## src/led_pwm_pkg.sv

```systemverilog
// Purpose: shared constants for the four-channel led pwm engine
// Assumes: 125 MHz system clock, plain register port with 8-bit data
// Notes:   offsets index one byte each; reserved mode bits read back as written, status bits 7..5 as zero
package led_pwm_pkg;
    // ==========================================================
    // clocking
    localparam int unsigned CLK_HZ          = 125_000_000;
    localparam int unsigned OSC_HZ          = 400_000;            // fine step: 256 x 1.5625 kHz
    localparam int unsigned OSC_DIV         = CLK_HZ / OSC_HZ;    // cycles per fine step
    localparam int unsigned IND_PWM_HZ_X10K = 15_625;             // 1.5625 kHz in units of 0.1 Hz
    localparam int unsigned DIM_HZ          = 190;
    localparam int unsigned DIM_MOD_HZ      = 6_250;
    // fine steps per 190 Hz group period (rounded down)
    localparam int unsigned DIM_STEPS       = OSC_HZ / DIM_HZ;
    // blink: one period = (group_period + 1) x 16384 fine steps (24 Hz .. 1/10.49 Hz)
    localparam int unsigned BLINK_UNIT      = 16_384;
    localparam int unsigned FAST_BLINK_MAX  = 3;                  // group_period 0..3 => 24 Hz..6 Hz

    // ==========================================================
    // register offsets
    localparam logic [3:0] ADDR_MODE_ONE    = 4'h0;
    localparam logic [3:0] ADDR_MODE_TWO    = 4'h1;
    localparam logic [3:0] ADDR_DUTY_BASE   = 4'h2;   // channel duty 0..3 at 2..5
    localparam logic [3:0] ADDR_GROUP_DUTY  = 4'h6;
    localparam logic [3:0] ADDR_GROUP_PER   = 4'h7;
    localparam logic [3:0] ADDR_DRIVE_MODE  = 4'h8;
    localparam logic [3:0] ADDR_STATUS      = 4'h9;

    // field positions
    localparam int unsigned MODE_ONE_SLEEP  = 4;
    localparam int unsigned MODE_TWO_DMBL   = 5;
    localparam int unsigned MODE_TWO_ODRAIN = 2;

    // reset values
    localparam logic [7:0] MODE_ONE_RST     = 8'h00;
    localparam logic [7:0] MODE_TWO_RST     = 8'h00;
    localparam logic [7:0] DUTY_RST         = 8'h00;
    localparam logic [7:0] GROUP_DUTY_RST   = 8'hFF;
    localparam logic [7:0] GROUP_PER_RST    = 8'h00;
    localparam logic [7:0] DRIVE_MODE_RST   = 8'h00;

    // channel drive modes
    typedef enum logic [1:0] {
        DRV_OFF   = 2'b00,
        DRV_ON    = 2'b01,
        DRV_INDIV = 2'b10,
        DRV_GROUP = 2'b11
    } drive_mode_t;
endpackage

```

## src/led_step_divider.sv

```systemverilog
// Purpose: one-cycle enable pulse at the fine pwm step rate
// Assumes: single clock, sleep freezes the divider
// Notes:   stands in for the internal oscillator
`timescale 1ns/1ps
module led_step_divider
    import led_pwm_pkg::*;
#(
    parameter int unsigned DIV = OSC_DIV
) (
    input  wire logic i_clk_sys,   // system clock
    input  wire logic i_rst_n,     // async reset, low
    input  wire logic i_run,       // oscillator running
    output logic      o_step       // one-cycle step pulse
);
    initial begin
        if (DIV < 2 || DIV > 65_535) $error("DIV out of range");
    end

    logic [15:0] cnt_r;
    logic [15:0] cnt_nxt;
    logic        step_nxt;

    always_comb begin
        cnt_nxt  = cnt_r;
        step_nxt = 1'b0;
        if (i_run) begin
            if (cnt_r == 16'(DIV - 1)) begin
                cnt_nxt  = 16'h0000;
                step_nxt = 1'b1;
            end else begin
                cnt_nxt = cnt_r + 16'h0001;
            end
        end
    end

    always_ff @(posedge i_clk_sys or negedge i_rst_n) begin
        if (!i_rst_n) begin
            cnt_r  <= 16'h0000;
            o_step <= 1'b0;
        end else begin
            cnt_r  <= cnt_nxt;
            o_step <= step_nxt;
        end
    end
endmodule

```

## src/led_pwm_dim_blink_engine.sv

```systemverilog
// Purpose: four-channel led brightness engine with group dim or blink
// Assumes: 125 MHz clock; registers over a plain strobe port, read data one cycle later
// Notes:   output pin model is out, output enable (low = driving); open-drain releases on low
`timescale 1ns/1ps
module led_pwm_dim_blink_engine
    import led_pwm_pkg::*;
#(
    parameter int unsigned CHANNELS = 4,
    parameter int unsigned STEP_DIV = OSC_DIV
) (
    input  wire logic                i_clk_sys,   // system clock
    input  wire logic                i_rst_n,     // async reset, low
    input  wire logic [3:0]          i_addr,      // register address
    input  wire logic [7:0]          i_wdata,     // write data
    input  wire logic                i_wr,        // write strobe
    input  wire logic                i_rd,        // read strobe
    output logic      [7:0]          o_rdata,     // read data, cycle after strobe
    output logic      [CHANNELS-1:0] o_led,       // led output level
    output logic      [CHANNELS-1:0] o_led_oe_n,  // led output enable, low = driving
    output logic                     o_group      // group signal level
);
    initial begin
        if (CHANNELS != 4) $error("CHANNELS must be 4");
    end

    // ==========================================================
    // register file
    logic [7:0] mode_reg_one_r;
    logic [7:0] mode_reg_one_nxt;
    logic [7:0] mode_reg_two_r;
    logic [7:0] mode_reg_two_nxt;
    logic [7:0] channel_duty_r [CHANNELS];
    logic [7:0] channel_duty_nxt [CHANNELS];
    logic [7:0] group_duty_r;
    logic [7:0] group_duty_nxt;
    logic [7:0] group_period_r;
    logic [7:0] group_period_nxt;
    logic [7:0] channel_drive_mode_r;
    logic [7:0] channel_drive_mode_nxt;
    logic [7:0] rdata_nxt;

    logic       sleep;
    logic       dim_or_blink_select;
    logic       open_drain;
    logic       fast_blink;

    always_comb begin
        mode_reg_one_nxt       = mode_reg_one_r;
        mode_reg_two_nxt       = mode_reg_two_r;
        group_duty_nxt         = group_duty_r;
        group_period_nxt       = group_period_r;
        channel_drive_mode_nxt = channel_drive_mode_r;
        for (int i = 0; i < CHANNELS; i++) begin
            channel_duty_nxt[i] = channel_duty_r[i];
        end
        if (i_wr) begin
            unique case (i_addr)
                ADDR_MODE_ONE:   mode_reg_one_nxt       = i_wdata;
                ADDR_MODE_TWO:   mode_reg_two_nxt       = i_wdata;
                ADDR_GROUP_DUTY: group_duty_nxt         = i_wdata;
                ADDR_GROUP_PER:  group_period_nxt       = i_wdata;
                ADDR_DRIVE_MODE: channel_drive_mode_nxt = i_wdata;
                default: begin
                    for (int i = 0; i < CHANNELS; i++) begin
                        if (i_addr == ADDR_DUTY_BASE + 4'(i)) begin
                            channel_duty_nxt[i] = i_wdata;
                        end
                    end
                end
            endcase
        end
    end

    // unmapped addresses read as zero
    always_comb begin
        rdata_nxt = 8'h00;
        if (i_rd) begin
            unique case (i_addr)
                ADDR_MODE_ONE:   rdata_nxt = mode_reg_one_r;
                ADDR_MODE_TWO:   rdata_nxt = mode_reg_two_r;
                ADDR_GROUP_DUTY: rdata_nxt = group_duty_r;
                ADDR_GROUP_PER:  rdata_nxt = group_period_r;
                ADDR_DRIVE_MODE: rdata_nxt = channel_drive_mode_r;
                ADDR_STATUS:     rdata_nxt = {3'h0, o_group, o_led};
                default: begin
                    for (int i = 0; i < CHANNELS; i++) begin
                        if (i_addr == ADDR_DUTY_BASE + 4'(i)) begin
                            rdata_nxt = channel_duty_r[i];
                        end
                    end
                end
            endcase
        end
    end

    always_ff @(posedge i_clk_sys or negedge i_rst_n) begin
        if (!i_rst_n) begin
            mode_reg_one_r       <= MODE_ONE_RST;
            mode_reg_two_r       <= MODE_TWO_RST;
            group_duty_r         <= GROUP_DUTY_RST;
            group_period_r       <= GROUP_PER_RST;
            channel_drive_mode_r <= DRIVE_MODE_RST;
            o_rdata              <= 8'h00;
            for (int i = 0; i < CHANNELS; i++) begin
                channel_duty_r[i] <= DUTY_RST;
            end
        end else begin
            mode_reg_one_r       <= mode_reg_one_nxt;
            mode_reg_two_r       <= mode_reg_two_nxt;
            group_duty_r         <= group_duty_nxt;
            group_period_r       <= group_period_nxt;
            channel_drive_mode_r <= channel_drive_mode_nxt;
            o_rdata              <= rdata_nxt;
            for (int i = 0; i < CHANNELS; i++) begin
                channel_duty_r[i] <= channel_duty_nxt[i];
            end
        end
    end

    assign sleep               = mode_reg_one_r[MODE_ONE_SLEEP];
    assign dim_or_blink_select = mode_reg_two_r[MODE_TWO_DMBL];
    assign open_drain          = mode_reg_two_r[MODE_TWO_ODRAIN];
    assign fast_blink          = group_period_r <= 8'(FAST_BLINK_MAX);

    // ==========================================================
    // internal oscillator: fine step enable
    logic step;

    led_step_divider #(
        .DIV (STEP_DIV)
    ) u_osc (
        .i_clk_sys (i_clk_sys),
        .i_rst_n   (i_rst_n),
        .i_run     (!sleep),
        .o_step    (step)
    );

    // ==========================================================
    // timebases; all counters advance only on step, so sleep freezes them
    logic [7:0]  fine_r;
    logic [7:0]  fine_nxt;
    logic [11:0] dim_r;
    logic [11:0] dim_nxt;
    logic [21:0] blink_r;
    logic [21:0] blink_nxt;
    logic [21:0] blink_last;
    logic [7:0]  blink_phase;
    logic        group_nxt;

    // blink length: (period + 1) x unit fine steps
    assign blink_last  = 22'({6'h00, group_period_r} + 22'h1) * 22'(BLINK_UNIT) - 22'h1;
    assign blink_phase = 8'(blink_r / (22'({6'h00, group_period_r} + 22'h1) * 22'(BLINK_UNIT / 256)));

    always_comb begin
        fine_nxt  = fine_r;
        dim_nxt   = dim_r;
        blink_nxt = blink_r;
        if (step) begin
            fine_nxt  = fine_r + 8'h01;
            dim_nxt   = (dim_r == 12'(DIM_STEPS - 1)) ? 12'h000 : dim_r + 12'h001;
            blink_nxt = (blink_r >= blink_last) ? 22'h000000 : blink_r + 22'h000001;
        end
    end

    // group signal: dim uses 16 steps, blink 64 (fast) or 256 (slow)
    always_comb begin
        if (!dim_or_blink_select) begin
            group_nxt = 8'(dim_r / 12'(DIM_STEPS / 16)) < {4'h0, group_duty_r[7:4]};
        end else if (fast_blink) begin
            group_nxt = blink_phase[7:2] < group_duty_r[7:2];
        end else begin
            group_nxt = blink_phase < group_duty_r;
        end
    end

    always_ff @(posedge i_clk_sys or negedge i_rst_n) begin
        if (!i_rst_n) begin
            fine_r  <= 8'h00;
            dim_r   <= 12'h000;
            blink_r <= 22'h000000;
            o_group <= 1'b0;
        end else begin
            fine_r  <= fine_nxt;
            dim_r   <= dim_nxt;
            blink_r <= blink_nxt;
            if (step) begin
                o_group <= group_nxt;
            end
        end
    end

    // ==========================================================
    // per-channel output combine
    wire logic [CHANNELS-1:0] led_nxt;
    wire logic [CHANNELS-1:0] oe_n_nxt;

    generate
        for (genvar c = 0; c < CHANNELS; c++) begin : g_ch
            drive_mode_t mode;
            logic        ind_pwm;
            logic        fine_pwm;
            logic        mod_pwm;
            logic        led_c;
            assign mode     = drive_mode_t'(channel_drive_mode_r[2*c +: 2]);
            assign fine_pwm = fine_r < channel_duty_r[c];
            // 6.25 kHz: 64 steps, four periods per 1.5625 kHz frame
            assign mod_pwm  = fine_r[5:0] < channel_duty_r[c][7:2];
            assign ind_pwm  = dim_or_blink_select ? fine_pwm : mod_pwm;

            // group_nxt, not o_group: led and group register on the same step, no lag
            always_comb begin
                unique case (mode)
                    DRV_OFF:   led_c = 1'b0;
                    DRV_ON:    led_c = 1'b1;
                    DRV_INDIV: led_c = fine_pwm;
                    DRV_GROUP: led_c = ind_pwm && group_nxt;
                endcase
            end
            assign led_nxt[c]  = led_c;
            // open drain releases the pin while the led is off
            assign oe_n_nxt[c] = open_drain && !led_c;
        end
    endgenerate

    // outputs hold while asleep because step never fires
    always_ff @(posedge i_clk_sys or negedge i_rst_n) begin
        if (!i_rst_n) begin
            o_led      <= {CHANNELS{1'b1}};
            o_led_oe_n <= {CHANNELS{1'b0}};
        end else if (step) begin
            o_led      <= led_nxt;
            o_led_oe_n <= oe_n_nxt;
        end
    end
endmodule

```

## config.mk

```make
export PLATFORM = sky130hd
export DESIGN_NAME = led_pwm_dim_blink_engine
export DESIGN_NICKNAME = d
export VERILOG_FILES = /design/src/led_pwm_pkg.sv /design/src/led_step_divider.sv /design/src/led_pwm_dim_blink_engine.sv
export SDC_FILE = /design/constraint.sdc
export NUM_CORES = 1
export LEC_CHECK = 0
export BUFFER_PORTS_ARGS = -buffer_cell sky130_fd_sc_hd__buf_4
export CAP_MARGIN = 20
export CORE_UTILIZATION = 55
export CTS_CLUSTER_DIAMETER = 120
export DETAILED_ROUTE_END_ITERATION = 12
export HOLD_SLACK_MARGIN = 0.12
export PLACE_DENSITY_LB_ADDON = 0.08
export SKIP_LAST_GASP = 1
export SLEW_MARGIN = 25
export SYNTH_ARGS = -nofsm -noshare
export SYNTH_HDL_FRONTEND = slang
export SYNTH_SLANG_ARGS = --single-unit
```

## constraint.sdc

```tcl
create_clock -name i_clk_sys -period 62.4 [get_ports i_clk_sys]
set_input_delay 12.48 -clock i_clk_sys [delete_from_list [all_inputs] [get_ports i_clk_sys]]
set_output_delay 12.48 -clock i_clk_sys [all_outputs]
set_load 0.03 [all_outputs]
```

# ---- Word-level counts from Yosys, hierarchy flattened
# Cells that the tools add are included.
dict set report op_classes {
  addsub 6
  n_mul 0
  div 2
  n_lt_le_gt_ge 13
  n_eq_ne 23
  n_shift 0
  muxes 21
  bitwise 1
  reduce_logical 27
}
# cell n
set op_table {}
lappend op_table {{8-bit one-hot mux with 6 select lines} 1}
lappend op_table {{8-bit less-than comparator} 5}
lappend op_table {{8-bit 2-to-1 mux} 5}
lappend op_table {{6-bit less-than comparator} 5}
lappend op_table {{22-bit by 1-bit adder with 22-bit output, second input constant} 1}
lappend op_table {{22-bit by 22-bit divider with 22-bit output} 1}
lappend op_table {{22-bit greater-or-equal comparator} 1}
lappend op_table {{22-bit 2-to-1 mux} 1}
lappend op_table {{22-bit by 1-bit subtractor with 22-bit output, second input constant} 1}
lappend op_table {{16-bit by 1-bit adder with 16-bit output, second input constant} 1}
lappend op_table {{16-bit by 9-bit equality test with 1-bit output, second input constant} 1}
lappend op_table {{2-bit equality test, second input constant} 8}
lappend op_table {{4-bit by 3-bit equality test with 1-bit output, second input constant} 4}
lappend op_table {{16-bit 2-to-1 mux} 1}
lappend op_table {{1-bit one-hot mux with 4 select lines} 4}
lappend op_table {{12-bit by 1-bit adder with 12-bit output, second input constant} 1}
lappend op_table {{12-bit by 8-bit divider with 12-bit output, second input constant} 1}
lappend op_table {{12-bit equality test, second input constant} 1}
lappend op_table {{12-bit 2-to-1 mux} 1}
lappend op_table {{3-bit AND reduction} 4}
lappend op_table {{2-bit AND reduction} 5}
lappend op_table {{8-bit by 1-bit adder with 9-bit output, second input constant} 1}
lappend op_table {{8-bit by 1-bit adder with 8-bit output, second input constant} 1}
lappend op_table {{2-bit by 1-bit equality test with 1-bit output, second input constant} 4}
lappend op_table {{12 further kinds} 34}
dict set report word_totals {
  register_bits 148
  latch_bits 0
  ram_bits 0
  mem_bits_ro 0
  in_bits 16
  out_inout_bits 17
  word_cells 111
  mem_count 0
}

# ---- Longest topological paths before layout
# Gate-level depths: netlist of the first run.
dict set report logic_depth {
  word_depth 9
  mapped_depth 170
  mapped_depth_nobuf 163
}

# ---- Modules after synthesis
# A second synthesis of the first run with hierarchy kept.
dict set report hier_totals {
  hier_cells 1841
  hier_area_um2 15534.9
}
# module n_inst cells_per_inst area_per_inst_um2
set by_module_without_submodules {}
lappend by_module_without_submodules {led_pwm_dim_blink_engine 1 1763 14679.1}
lappend by_module_without_submodules {led_step_divider 1 78 855.8}

# ---- Worst setup path before layout of the first run
# Ideal clock, no wire load.
dict set report synth_path {
  path_type {register -> register}
  from {reg group_period_r[0]}
  to {reg o_led_oe_n[3]}
  setup_time_ps 122
  arrival_time_ps 31127
  t_required_ps 62278
  setup_slack_ps 31151
  stages_incl_launch_ff 164
  path_cell_list {dfrtp_1 ha_1 nand2_2 nor4_2 or2_2 nand3_1 nor2_1 mux2i_1 nor2_1 ha_1 nor3_1 nand2_1 o311ai_0 and4_1 nor2_1 ha_1 o211ai_1 nand3b_1 [... 128 more ...] nor2_1 a21oi_1 ha_1 o21a_1 o21ai_0 nand2b_1 a21oi_1 nor2b_1 o21ai_0 nand2b_1 a21oi_1 nor2b_1 o21ai_0 nand2_1 a2111o_1 o31ai_4 o211ai_1 a32o_1}
}
dict set report synth_via {
  elab_chain_len 9
  word_cells_on_any_way 11
}
# element line_no
set synth_rtl {}
lappend synth_rtl {{from (decl)} led_pwm_dim_blink_engine.sv:36} ;# logic [7:0] group_period_r;
lappend synth_rtl {{from (signal assigned)} led_pwm_dim_blink_engine.sv:111} ;# group_period_r <= group_period_nxt;
lappend synth_rtl {{8-bit by 1-bit adder with 9-bit output} led_pwm_dim_blink_engine.sv:152} ;# assign blink_phase = 8'(blink_r / (22'({6'h00, group_period_r} + 22'h1) * 22'(BLINK_UNIT / 256)));
lappend synth_rtl {{22-bit by 22-bit divider with 22-bit output} led_pwm_dim_blink_engine.sv:152}
lappend synth_rtl {{8-bit less-than comparator or 6-bit less-than comparator (tied branches)} {led_pwm_dim_blink_engine.sv:172, led_pwm_dim_blink_engine.sv:170}}
lappend synth_rtl {{1-bit 2-to-1 mux *} led_pwm_dim_blink_engine.sv:169} ;# end else if (fast_blink) begin
lappend synth_rtl {{1-bit 2-to-1 mux *} led_pwm_dim_blink_engine.sv:167} ;# if (!dim_or_blink_select) begin
lappend synth_rtl {{1-bit logical AND *} led_pwm_dim_blink_engine.sv:216} ;# DRV_GROUP: led_c = ind_pwm && group_nxt;
lappend synth_rtl {{1-bit one-hot mux with 4 select lines *} led_pwm_dim_blink_engine.sv:212} ;# unique case (mode)
lappend synth_rtl {{1-bit zero test *} led_pwm_dim_blink_engine.sv:221} ;# assign oe_n_nxt[c] = open_drain && !led_c;
lappend synth_rtl {{1-bit logical AND *} led_pwm_dim_blink_engine.sv:221}
lappend synth_rtl {{to (signal assigned)} led_pwm_dim_blink_engine.sv:229} ;# o_led_oe_n <= {CHANNELS{1'b0}};
lappend synth_rtl {{to (signal assigned)} led_pwm_dim_blink_engine.sv:232} ;# o_led_oe_n <= oe_n_nxt;
lappend synth_rtl {{to (decl)} led_pwm_dim_blink_engine.sv:19} ;# output logic [CHANNELS-1:0] o_led_oe_n,
# Mark *: on every way between the ends. The rest lies on a longest branch, timed or not.
# A chain may end at the register's enable or synchronous reset.

# ---- Worst setup path after layout of the first run
dict set report layout_path {
  from {reg group_period_r[1]}
  to {reg o_led_oe_n[3]}
}
# The elaborated chain is that of the path after synthesis.

==> summary.md, run 1 <==
| Metric | Value |
|---|---|
| Status | `finished clean` |
| Syn Area/Cell | `between 8 and 9 um^2` |
| # fillers | `2420` |
| Post-CTS Setup Inserts | `0` |
| Total Routing Usage GR | `between 30% and 40%` |
| Cell Area, Synth | `15200 um^2` |
| Metal-1 WL | `between 15000 and 20000 um` |
| CP peak stage delay | `0.78 ns` |
| Final wirelength | `around 42000 um` |
| Area of the multi-input gates | `between 10000 and 15000 um^2` |
| Met3 WL post-DR | `1760 um` |
| Synth cell types | `~110` |
| # rows | `60` |
| CP Data Arrival Time | `between 30 and 40 ns` |
| Post-synthesis net count | `a little over 2000` |
| Reg2reg path depth | `roughly 150` |
| FF+latch area | `between 3000 and 4000 um^2` |
| First-pass GRT wire length | `between 60000 and 70000 um` |
| Avg WL per Cell | `just under 20 um` |
| Post-route cell area | `about 16000 um^2` |
| I/O Buffers | `32` |
| Cell mode on critical path | `o21a_1` |
| Slew Viols, Final | `0` |
| Clk slew on worst S/H paths | `0.07 ns` |
| Max Clk Rate | `approximately 28 MHz` |
| Top_reg_cell synth | `dfrtp_1` |
| Hold Path Depth | `1` |
| YS warnings | `0` |
| DRT antenna net count | `0` |
| Clock Tree Buf Depth | `2` |
| Initial drt markers | `approximately 1100` |
| Ant diodes | `0` |
| CTS Hold Bufs | `0` |
| Reg2reg end | `o_led_oe_n[3]` |
| Family with the most delay on the worst path | `compound AO/OA/AOI/OAI gates` |
| CP Max Fanout | `15` |
| Worst reg2reg path startpoint | `group_period_r[1]` |
| WP buf/inv | `6` |
| DRT Pass-1 Iters | `5` |
| Hold path startpoint | `u_osc.cnt_r[2]` |
| Gate Count Post-Synth | `between 1500 and 2000` |
| Worst EP required | `between 60 and 70 ns` |
| CTS tree | `done` |
| Final setup TNS | `0 ns` |
| Gpl congestion | `between 0.9 and 1` |
| Post-synth EDFFs | `0` |
| Worst Skew | `0.0128 ns` |
| Worst hold-check path type | `flop to flop` |
| Hold Path End | `u_osc.cnt_r[2]` |
| Async SR Flop Fraction | `100%` |
| CP max-delay cell | `o41ai_2` |
| Number of top-level pins | `33` |
| Core Box Area | `roughly 27000 um^2` |
| Clk_lat worst skew | `between 0.4 and 0.5 ns` |
| Final setup fails | `0` |
| Unrepaired setup endpoints after global routing | `no` |
| Worst Setup Start Kind | `flop` |
| Largest net degree at the start of global routing | `85` |
| Overall die area | `28300 um^2` |
| Area Growth Syn to Fin | `6.66%` |
| Post-place setup slack | `~27 ns` |
| Share of cells above drive strength 1 | `between 10% and 20%` |
| Die Y | `168 um` |
| Post-DP HPWL | `approximately 32000 um` |
| Most common cell after layout, fill and taps aside | `ha_1` |
| #FFs+latches synth | `~150` |
| Number of buffers created by CTS | `17` |
| Cell Area, Placed | `15600 um^2` |
| Commonest non-fill, non-tap cells in the layout | `ha_1, nand2_1, nor2_1` |
| Fin crit share | `between 50% and 60%` |
| Root Driver | `clkbuf_16` |
| CP Capture Type | `flop` |
| Kind of critical path | `flop to flop` |
| Relative slew slack | `between 30% and 40%` |
| Nets | `2013` |
| Gr ovfl total | `0` |
| Top Metal Used | `met4` |
| Fin crit period | `roughly 36 ns` |
| Vias in the first global route | `12900` |
| Htree depth | `4` |
| Initial antenna violation count | `0` |
| CTS Sinks | `between 100 and 150` |
| Max-Cap Viols | `0` |
| Worst-margin pin slew | `between 1 and 1.5 ns` |
| DRC | `0` |
| Final hold vios | `0` |
| Met2 Routed Length | `roughly 20000 um` |
| Fin worst setup slack | `between 20 and 30 ns` |
| Vias per cell | `about 6.3` |
| Post-cts repair resize count | `0` |
| Die X | `168 um` |
| Register area share after synthesis | `around a quarter` |
| Starting Density | `between 50% and 60%` |
| Reg-to-reg slack, setup | `26.26 ns` |
| Via count of the routed design | `13600` |
-- synth_stat cells, drive strengths merged, types with 28 or more instances --
library cell  count  area, um^2
dfrtp           136        3400
a21oi            87         458
nand3            60         310
nand2           179         679
xnor2            62         543
nor2            157         611
o21a             59         443
mux2             73         830
o31ai            28         229
clkbuf           61         231
ha              185        2310
nand4            28         181
nor3             79         405
xor2             34         298
o21ai           131         663
inv              81         307
-- per-layer routing --
layer,vias up,global-route usage (%)
li1,6678,-
met3,81,3.46
met5,-,0
met2,349,49.8
met1,6532,40.7
met4,0,11.3
-- per-stage QoR --
stage | cells | hold slack [ns] | util, %
finish | 2166 | 0.471 | 59.9
global route | 2166 | 0.485 | 59.9
CTS | 2166 | 0.478 | 59.9
detailed placement | 2134 | 0.463 | 57.8
global placement | 2134 | 0.460 | 57.8
floorplan | 1829 | 0.438 | -
-- registers in the layout (all words and copies together), names as in the netlist --
signal                flops
blink_r                  22
channel_drive_mode_r      8
channel_duty_r           32
dim_r                    12
fine_r                    8
group_duty_r              8
group_period_r            8
mode_reg_one_r            8
mode_reg_two_r            8
o_group                   1
o_led                     4
o_led_oe_n                4
o_rdata                   8
u_osc.cnt_r              16
u_osc.o_step              1
-- cells by family after synthesis --
logic type,synth area share [%]
AOI/OAI and AO/OA,21.7
xor gates and xnor gates,5.54
adders and majority gates,15.4
buffers and inverters,4.25
DFF,24.5
muxes,6.70
and+or+nand+nor,21.9
-- how the worst max path moves through the flow --
stage               cells past startpoint             to  slack (ns)               from
finish                                153  o_led_oe_n[3]       26.26  group_period_r[1]
detailed placement                    154  o_led_oe_n[3]       26.91  group_period_r[1]
CTS                                   153  o_led_oe_n[3]       26.66  group_period_r[1]
global placement                      152  o_led_oe_n[3]       27.82  group_period_r[1]
global route                          153  o_led_oe_n[3]       23.47  group_period_r[1]
floorplan                             163  o_led_oe_n[3]       31.15  group_period_r[0]
-- final cells by class --
type	count	area share (%)
Timing Repair Buffer	45	2.11
Tap cell	341	2.63
Sequential cell	148	23.0
Clock buffer	17	2.63
Multi-Input combinational cell	1518	66.9
Inverter	82	1.92
Clock inverter	15	0.850
Power of run 1 is left out: the tool's default activity adds up to more than one toggle a clock period on the data nets, which glitch-free logic cannot reach.
==> run 2: changes to the inputs <==
- ABC_AREA: unset -> 1
- clock period: 62.4 -> 34.8 ns (I/O delays scaled with it)
==> run 2 against run 1 <==
Via count is 1.7% lower; synthesized cell count is 12% higher; synthesized area is 3.6% lower; clock-buffer cell count is 1 higher; utilization is 0.65 points higher; routed wire length is 11% lower; register-to-register slack worse by 22 ns; worst setup slack worse by 22 ns; clock skew is 0.0054 ns higher; cell count is 12% higher; non-clock buffer count is 6 lower; design area is 2.5% lower; critical endpoint is now o_led_oe_n[1].
==> summary.md, run 2 <==
| Metric | Value |
|---|---|
| CTS Sinks | `between 100 and 150` |
| Top cell type's share of synthesized area | `between 20% and 30%` |
| Reg2reg path depth | `around 210` |
| Htree depth | `4` |
| Gpl congestion | `roughly 0.9` |
| Fin crit period | `30.72 ns` |
| Overall die area | `~27000 um^2` |
| Worst-margin pin slew | `1.03 ns` |
| Async SR Flop Fraction | `100%` |
| #FFs+latches synth | `148` |
| Family with the most delay on the worst path | `compound AO/OA/AOI/OAI gates` |
| CP Data Arrival Time | `between 30 and 40 ns` |
| Die X | `roughly 170 um` |
| Status | `finished clean` |
| Number of buffers created by CTS | `17` |
| Via count of the routed design | `13400` |
| Final hold vios | `0` |
| Clock Tree Buf Depth | `2` |
| Final setup fails | `0` |
| Gr ovfl total | `0` |
| Post-synth EDFFs | `0` |
| CP max-delay cell | `dfrtp_4` |
| Cell Area, Synth | `about 15000 um^2` |
| Synth area leader | `dfrtp_1` |
| Synth cell types | `55` |
| Unrepaired setup endpoints after global routing | `no` |
| Worst hold-check path type | `flop to flop` |
| Share of cells above drive strength 1 | `about 8.6%` |
| Starting Density | `56.2%` |
| Final wirelength | `~37000 um` |
| Synth top cells by count | `nand2_1, inv_1, ha_1, o21ai_0, nor2_1` |
| Biggest regs | `channel_duty_r x32, blink_r x22, u_osc.cnt_r x16` |
| Nets | `approximately 2300` |
| Register area share after synthesis | `between 20% and 30%` |
| YS warnings | `0` |
| Max Clk Rate | `32.6 MHz` |
| Vias per cell | `about 5.6` |
| Hold Path End | `u_osc.cnt_r[15]` |
| FF+latch area | `3720 um^2` |
| First-pass GRT wire length | `between 60000 and 70000 um` |
| Area Growth Syn to Fin | `7.86%` |
| Hold path startpoint | `u_osc.cnt_r[15]` |
| # rows | `between 50 and 60` |
| Worst EP required | `35.11 ns` |
| Top_reg_cell synth | `dfrtp_1` |
| DRC | `0` |
| Worst Skew | `0.0183 ns` |
| Kind of critical path | `flop to flop` |
| Largest net degree at the start of global routing | `84` |
| Clk_lat worst skew | `between 0.4 and 0.5 ns` |
| Fin crit share | `slightly below 90%` |
| Area contributors post-synth | `dfrtp_1, ha_1, nand2_1, inv_1, o21ai_0` |
| Area of the multi-input gates | `about 9700 um^2` |
| Reg2reg end | `o_led_oe_n[1]` |
| CP Capture Type | `flop` |
| Post-CTS Setup Inserts | `0` |
| Max reg flops | `32` |
| Avg WL per Cell | `about 16 um` |
| WP buf/inv | `21` |
| Post-DP HPWL | `29300 um` |
| Initial drt markers | `972` |
| Gate Count Post-Synth | `approximately 2000` |
| Cell mode on critical path | `nand2_1` |
| Commonest non-fill, non-tap cells in the layout | `nand2_1, inv_1, ha_1` |
| DRT Pass-1 Iters | `5` |
| Most common cell in the netlist | `nand2_1` |
| Total Routing Usage GR | `~29%` |
| Core Box Area | `26100 um^2` |
| CP peak stage delay | `0.63 ns` |
| Initial antenna violation count | `0` |
| Max-Cap Viols | `0` |
| Worst Setup Start Kind | `flop` |
| Ant diodes | `0` |
| I/O Buffers | `32` |
| Vias in the first global route | `around 12000` |
| Post-synthesis net count | `about 2300` |
| # fillers | `2432` |
| Relative slew slack | `between 30% and 40%` |
| CTS tree | `done` |
| Most common cell after layout, fill and taps aside | `nand2_1` |
| Number of top-level pins | `33` |
| Final setup TNS | `0 ns` |
| Largest Register | `channel_duty_r` |
| Worst reg2reg path startpoint | `group_period_r[0]` |
| Syn Area/Cell | `about 7.1 um^2` |
| CP Max Fanout | `24` |
| Hold Path Depth | `1` |
| Slew Viols, Final | `0` |
| Root Driver | `clkbuf_16` |
| DRT antenna net count | `0` |
| Clk slew on worst S/H paths | `approximately 0.07 ns` |
| Die Y | `165 um` |
| Reg-to-reg slack, setup | `about 4 ns` |
## run 2: how the worst max path moves through the flow
stage	from	to	cells past startpoint
3_3_place_gp	group_period_r[0]	o_led_oe_n[1]	211
4_1_cts	group_period_r[0]	o_led_oe_n[1]	212
2_1_floorplan	group_period_r[0]	o_led_oe_n[1]	223
6_report	group_period_r[0]	o_led_oe_n[1]	214
3_5_place_dp	group_period_r[0]	o_led_oe_n[2]	212
5_1_grt	group_period_r[0]	o_led_oe_n[1]	217
## run 2: timing repair
| item | CTS | global route |
|---|---|---|
| gates resized for setup | 0 | 7 |
| endpoints found under the setup margin | 0 | 9 |
| hold buffers | 0 | 0 |
## run 2: final cells by class
| type | instances | share of cell area, % |
|---|---|---|
| well taps | 335 | 2.66 |
| clock buffers | 18 | 2.78 |
| clock inverters | 14 | 0.761 |
| flip-flops and latches | 148 | 23.6 |
| repair buffers | 39 | 1.88 |
| multi-input cells | 1561 | 61.2 |
| inverters | 301 | 7.18 |
## run 2: cells by family after synthesis
kind of cell	count (synthesis)	synth area share (%)
AOI/OAI and AO/OA	393	15.8
xor gates and xnor gates	108	6.46
adders and majority gates	185	15.8
buffers and inverters	343	8.81
DFF	148	25.4
and+or+nand+nor	875	27.7
## run 2: routing by layer
layer	global-route usage, %	vias to the layer above	routed length (um)
met5	0	-	0
met4	5.84	0	510
met3	4.10	44	1930
met2	45.2	280	16300
met1	41.9	6210	18700
li1	-	6875	-
## run 2: metrics by stage
| stage | hold slack (ns) | instances | cell area [um^2] | utilization (%) | setup WS (ns) |
|---|---|---|---|---|---|
| final | 0.471 | 2416 | 15800 | 60.6 | 4.08 |
| after global routing | 0.498 | 2416 | 15800 | 60.6 | 0.0373 |
| after CTS | 0.476 | 2416 | 15800 | 60.4 | 3.25 |
| after detailed placement | 0.465 | 2384 | 15200 | 58.3 | 3.40 |
| after global placement | 0.464 | 2384 | 15200 | 58.3 | 4.50 |
| after floorplan | 0.443 | 2052 | 14600 | - | 6.62 |
Power of run 2 is left out for the same reason.
==> run 3: changes to the inputs <==
- MAX_ROUTING_LAYER: unset -> met4
==> run 3 against run 2 <==
Die area unchanged; global-route usage increased by 0.44 points; fmax decreased by 1.1%; register-to-register slack got worse by 0.33 ns; non-clock buffer count decreased by 1; worst setup slack got worse by 0.33 ns; critical path depth increased by 3.
==> summary.md, run 3 (synthesis results as in run 2) <==
| Metric | Value |
|---|---|
| Avg WL per Cell | `15.3 um` |
| Clk slew on worst S/H paths | `approximately 0.07 ns` |
| Status | `finished clean` |
| Most common cell after layout, fill and taps aside | `nand2_1` |
| Kind of critical path | `flop to flop` |
| Fin crit period | `about 31 ns` |
| Worst Skew | `approximately 0.012 ns` |
| Commonest non-fill, non-tap cells in the layout | `nand2_1, inv_1, ha_1` |
| Final setup fails | `0` |
| Worst reg2reg path startpoint | `group_period_r[0]` |
| Initial drt markers | `1088` |
| Worst-margin pin slew | `~1.1 ns` |
| Core Box Area | `about 26000 um^2` |
| CP Max Fanout | `24` |
| Max-Cap Viols | `0` |
| Hold path startpoint | `u_osc.cnt_r[15]` |
| Overall die area | `around 27000 um^2` |
| DRT Pass-1 Iters | `8` |
| Total Routing Usage GR | `a little under 30%` |
| Via count of the routed design | `13400` |
| First-pass GRT wire length | `slightly above 60000 um` |
| # fillers | `roughly 2500` |
| Post-DP HPWL | `between 20000 and 30000 um` |
| Gr ovfl total | `0` |
| Ant diodes | `0` |
| Share of cells above drive strength 1 | `about 8.5%` |
| Met3 usage | `roughly 4.2%` |
| CP peak stage delay | `between 0.7 and 0.8 ns` |
| GR Layer Usage met1 | `41.2%` |
| Die Y | `between 150 and 200 um` |
| CP Capture Type | `flop` |
| CTS Hold Bufs | `0` |
| Relative slew slack | `around 25%` |
| Gpl congestion | `about 0.93` |
| Biggest regs | `channel_duty_r x32, blink_r x22, u_osc.cnt_r x16` |
| CTS Sinks | `148` |
| Final setup TNS | `0 ns` |
| Nets | `2268` |
| Die X | `approximately 170 um` |
| Worst hold-check path type | `flop to flop` |
| Largest Register | `channel_duty_r` |
| Starting Density | `between 50% and 60%` |
| Max reg flops | `32` |
| CP startpoint | `group_period_r[0]` |
| # rows | `59` |
| CP max-delay cell | `dfrtp_2` |
| Worst EP required | `35.12 ns` |
| Htree depth | `4` |
| Area of the multi-input gates | `between 9000 and 10000 um^2` |
| Max Clk Rate | `about 32 MHz` |
| Number of buffers created by CTS | `17` |
| Number of top-level pins | `33` |
| Met2 Use GR | `approximately 44%` |
| Vias per cell | `5.54` |
| Worst Setup Start Kind | `flop` |
| Area Growth Syn to Fin | `8.26%` |
| Largest net degree at the start of global routing | `78` |
| Final hold vios | `0` |
| Vias in the first global route | `around 12000` |
| Root Driver | `clkbuf_16` |
| Slew Viols, Final | `0` |
| Initial antenna violation count | `0` |
| Clock Tree Buf Depth | `2` |
| GRT busiest layer | `met2` |
| Fin crit share | `between 80 and 90%` |
| DRT antenna net count | `0` |
| FF+latch area | `roughly 3700 um^2` |
| I/O Buffers | `32` |
| DRC | `0` |
| CTS tree | `done` |
| CP Data Arrival Time | `around 31 ns` |
| Cell mode on critical path | `nand2_1` |
| Final wirelength | `between 30000 and 40000 um` |
| Unrepaired setup endpoints after global routing | `no` |
| Clk_lat worst skew | `approximately 0.43 ns` |
[run 3: layout make-up]
cell class	count	area share (%)
clock buffer	17	2.68
clock inverter	15	1.34
inverter	301	7.13
multi-input combinational	1561	60.9
sequential	148	23.5
tap	335	2.65
timing repair buffer	38	1.82
[run 3: final timing paths]
path	endpoint	cells after the start	slack, ns
setup / recovery	o_led_oe_n[2]	217	3.76
hold / removal	u_osc.cnt_r[15]	1	0.48
setup reg to reg	o_led_oe_n[2]	217	3.76
hold reg to reg	u_osc.cnt_r[15]	1	0.48
max in group asynchronous	group_period_r[0]	2	26.81
min in group asynchronous	dim_r[10]	1	6.55
[run 3: routing by layer]
| layer | vias up | share of wire, % |
|---|---|---|
| li1 | 6881 | - |
| met1 | 6142 | 50 |
| met2 | 302 | 44 |
| met3 | 45 | 5.3 |
| met4 | 0 | 1.6 |
| met5 | - | 0 |
[run 3: metrics by stage]
| stage | hold slack, ns | cell area (um^2) | util, % | instances | worst slack, ns |
|---|---|---|---|---|---|
| after floorplan | 0.443 | 14600 | - | 2052 | 6.62 |
| after global placement | 0.462 | 15200 | 58.3 | 2383 | 4.55 |
| final | 0.484 | 15800 | 60.8 | 2415 | 3.76 |
| after CTS | 0.477 | 15800 | 60.7 | 2415 | 3.19 |
| after global routing | 0.497 | 15800 | 60.8 | 2415 | 0.0495 |
| after detailed placement | 0.468 | 15200 | 58.3 | 2383 | 3.31 |
[run 3: repair_timing]
item | 4_1_cts | 5_1_grt
endpoints found under the hold margin | 0 | 0
setup buffers | 0 | 0
resized for setup | 0 | 4
endpoints found under the setup margin | 0 | 9
[run 3: critical path, delay by kind of cell (launching register included)]
| family | cells | cell delay [ns] |
|---|---|---|
| fa+ha+maj | 16 | 5.04 |
| flops | 1 | 0.71 |
| compound gates | 72 | 11.75 |
| simple gates | 107 | 11.24 |
| buf+inv | 22 | 2.19 |
Power of run 3 is left out for the same reason.
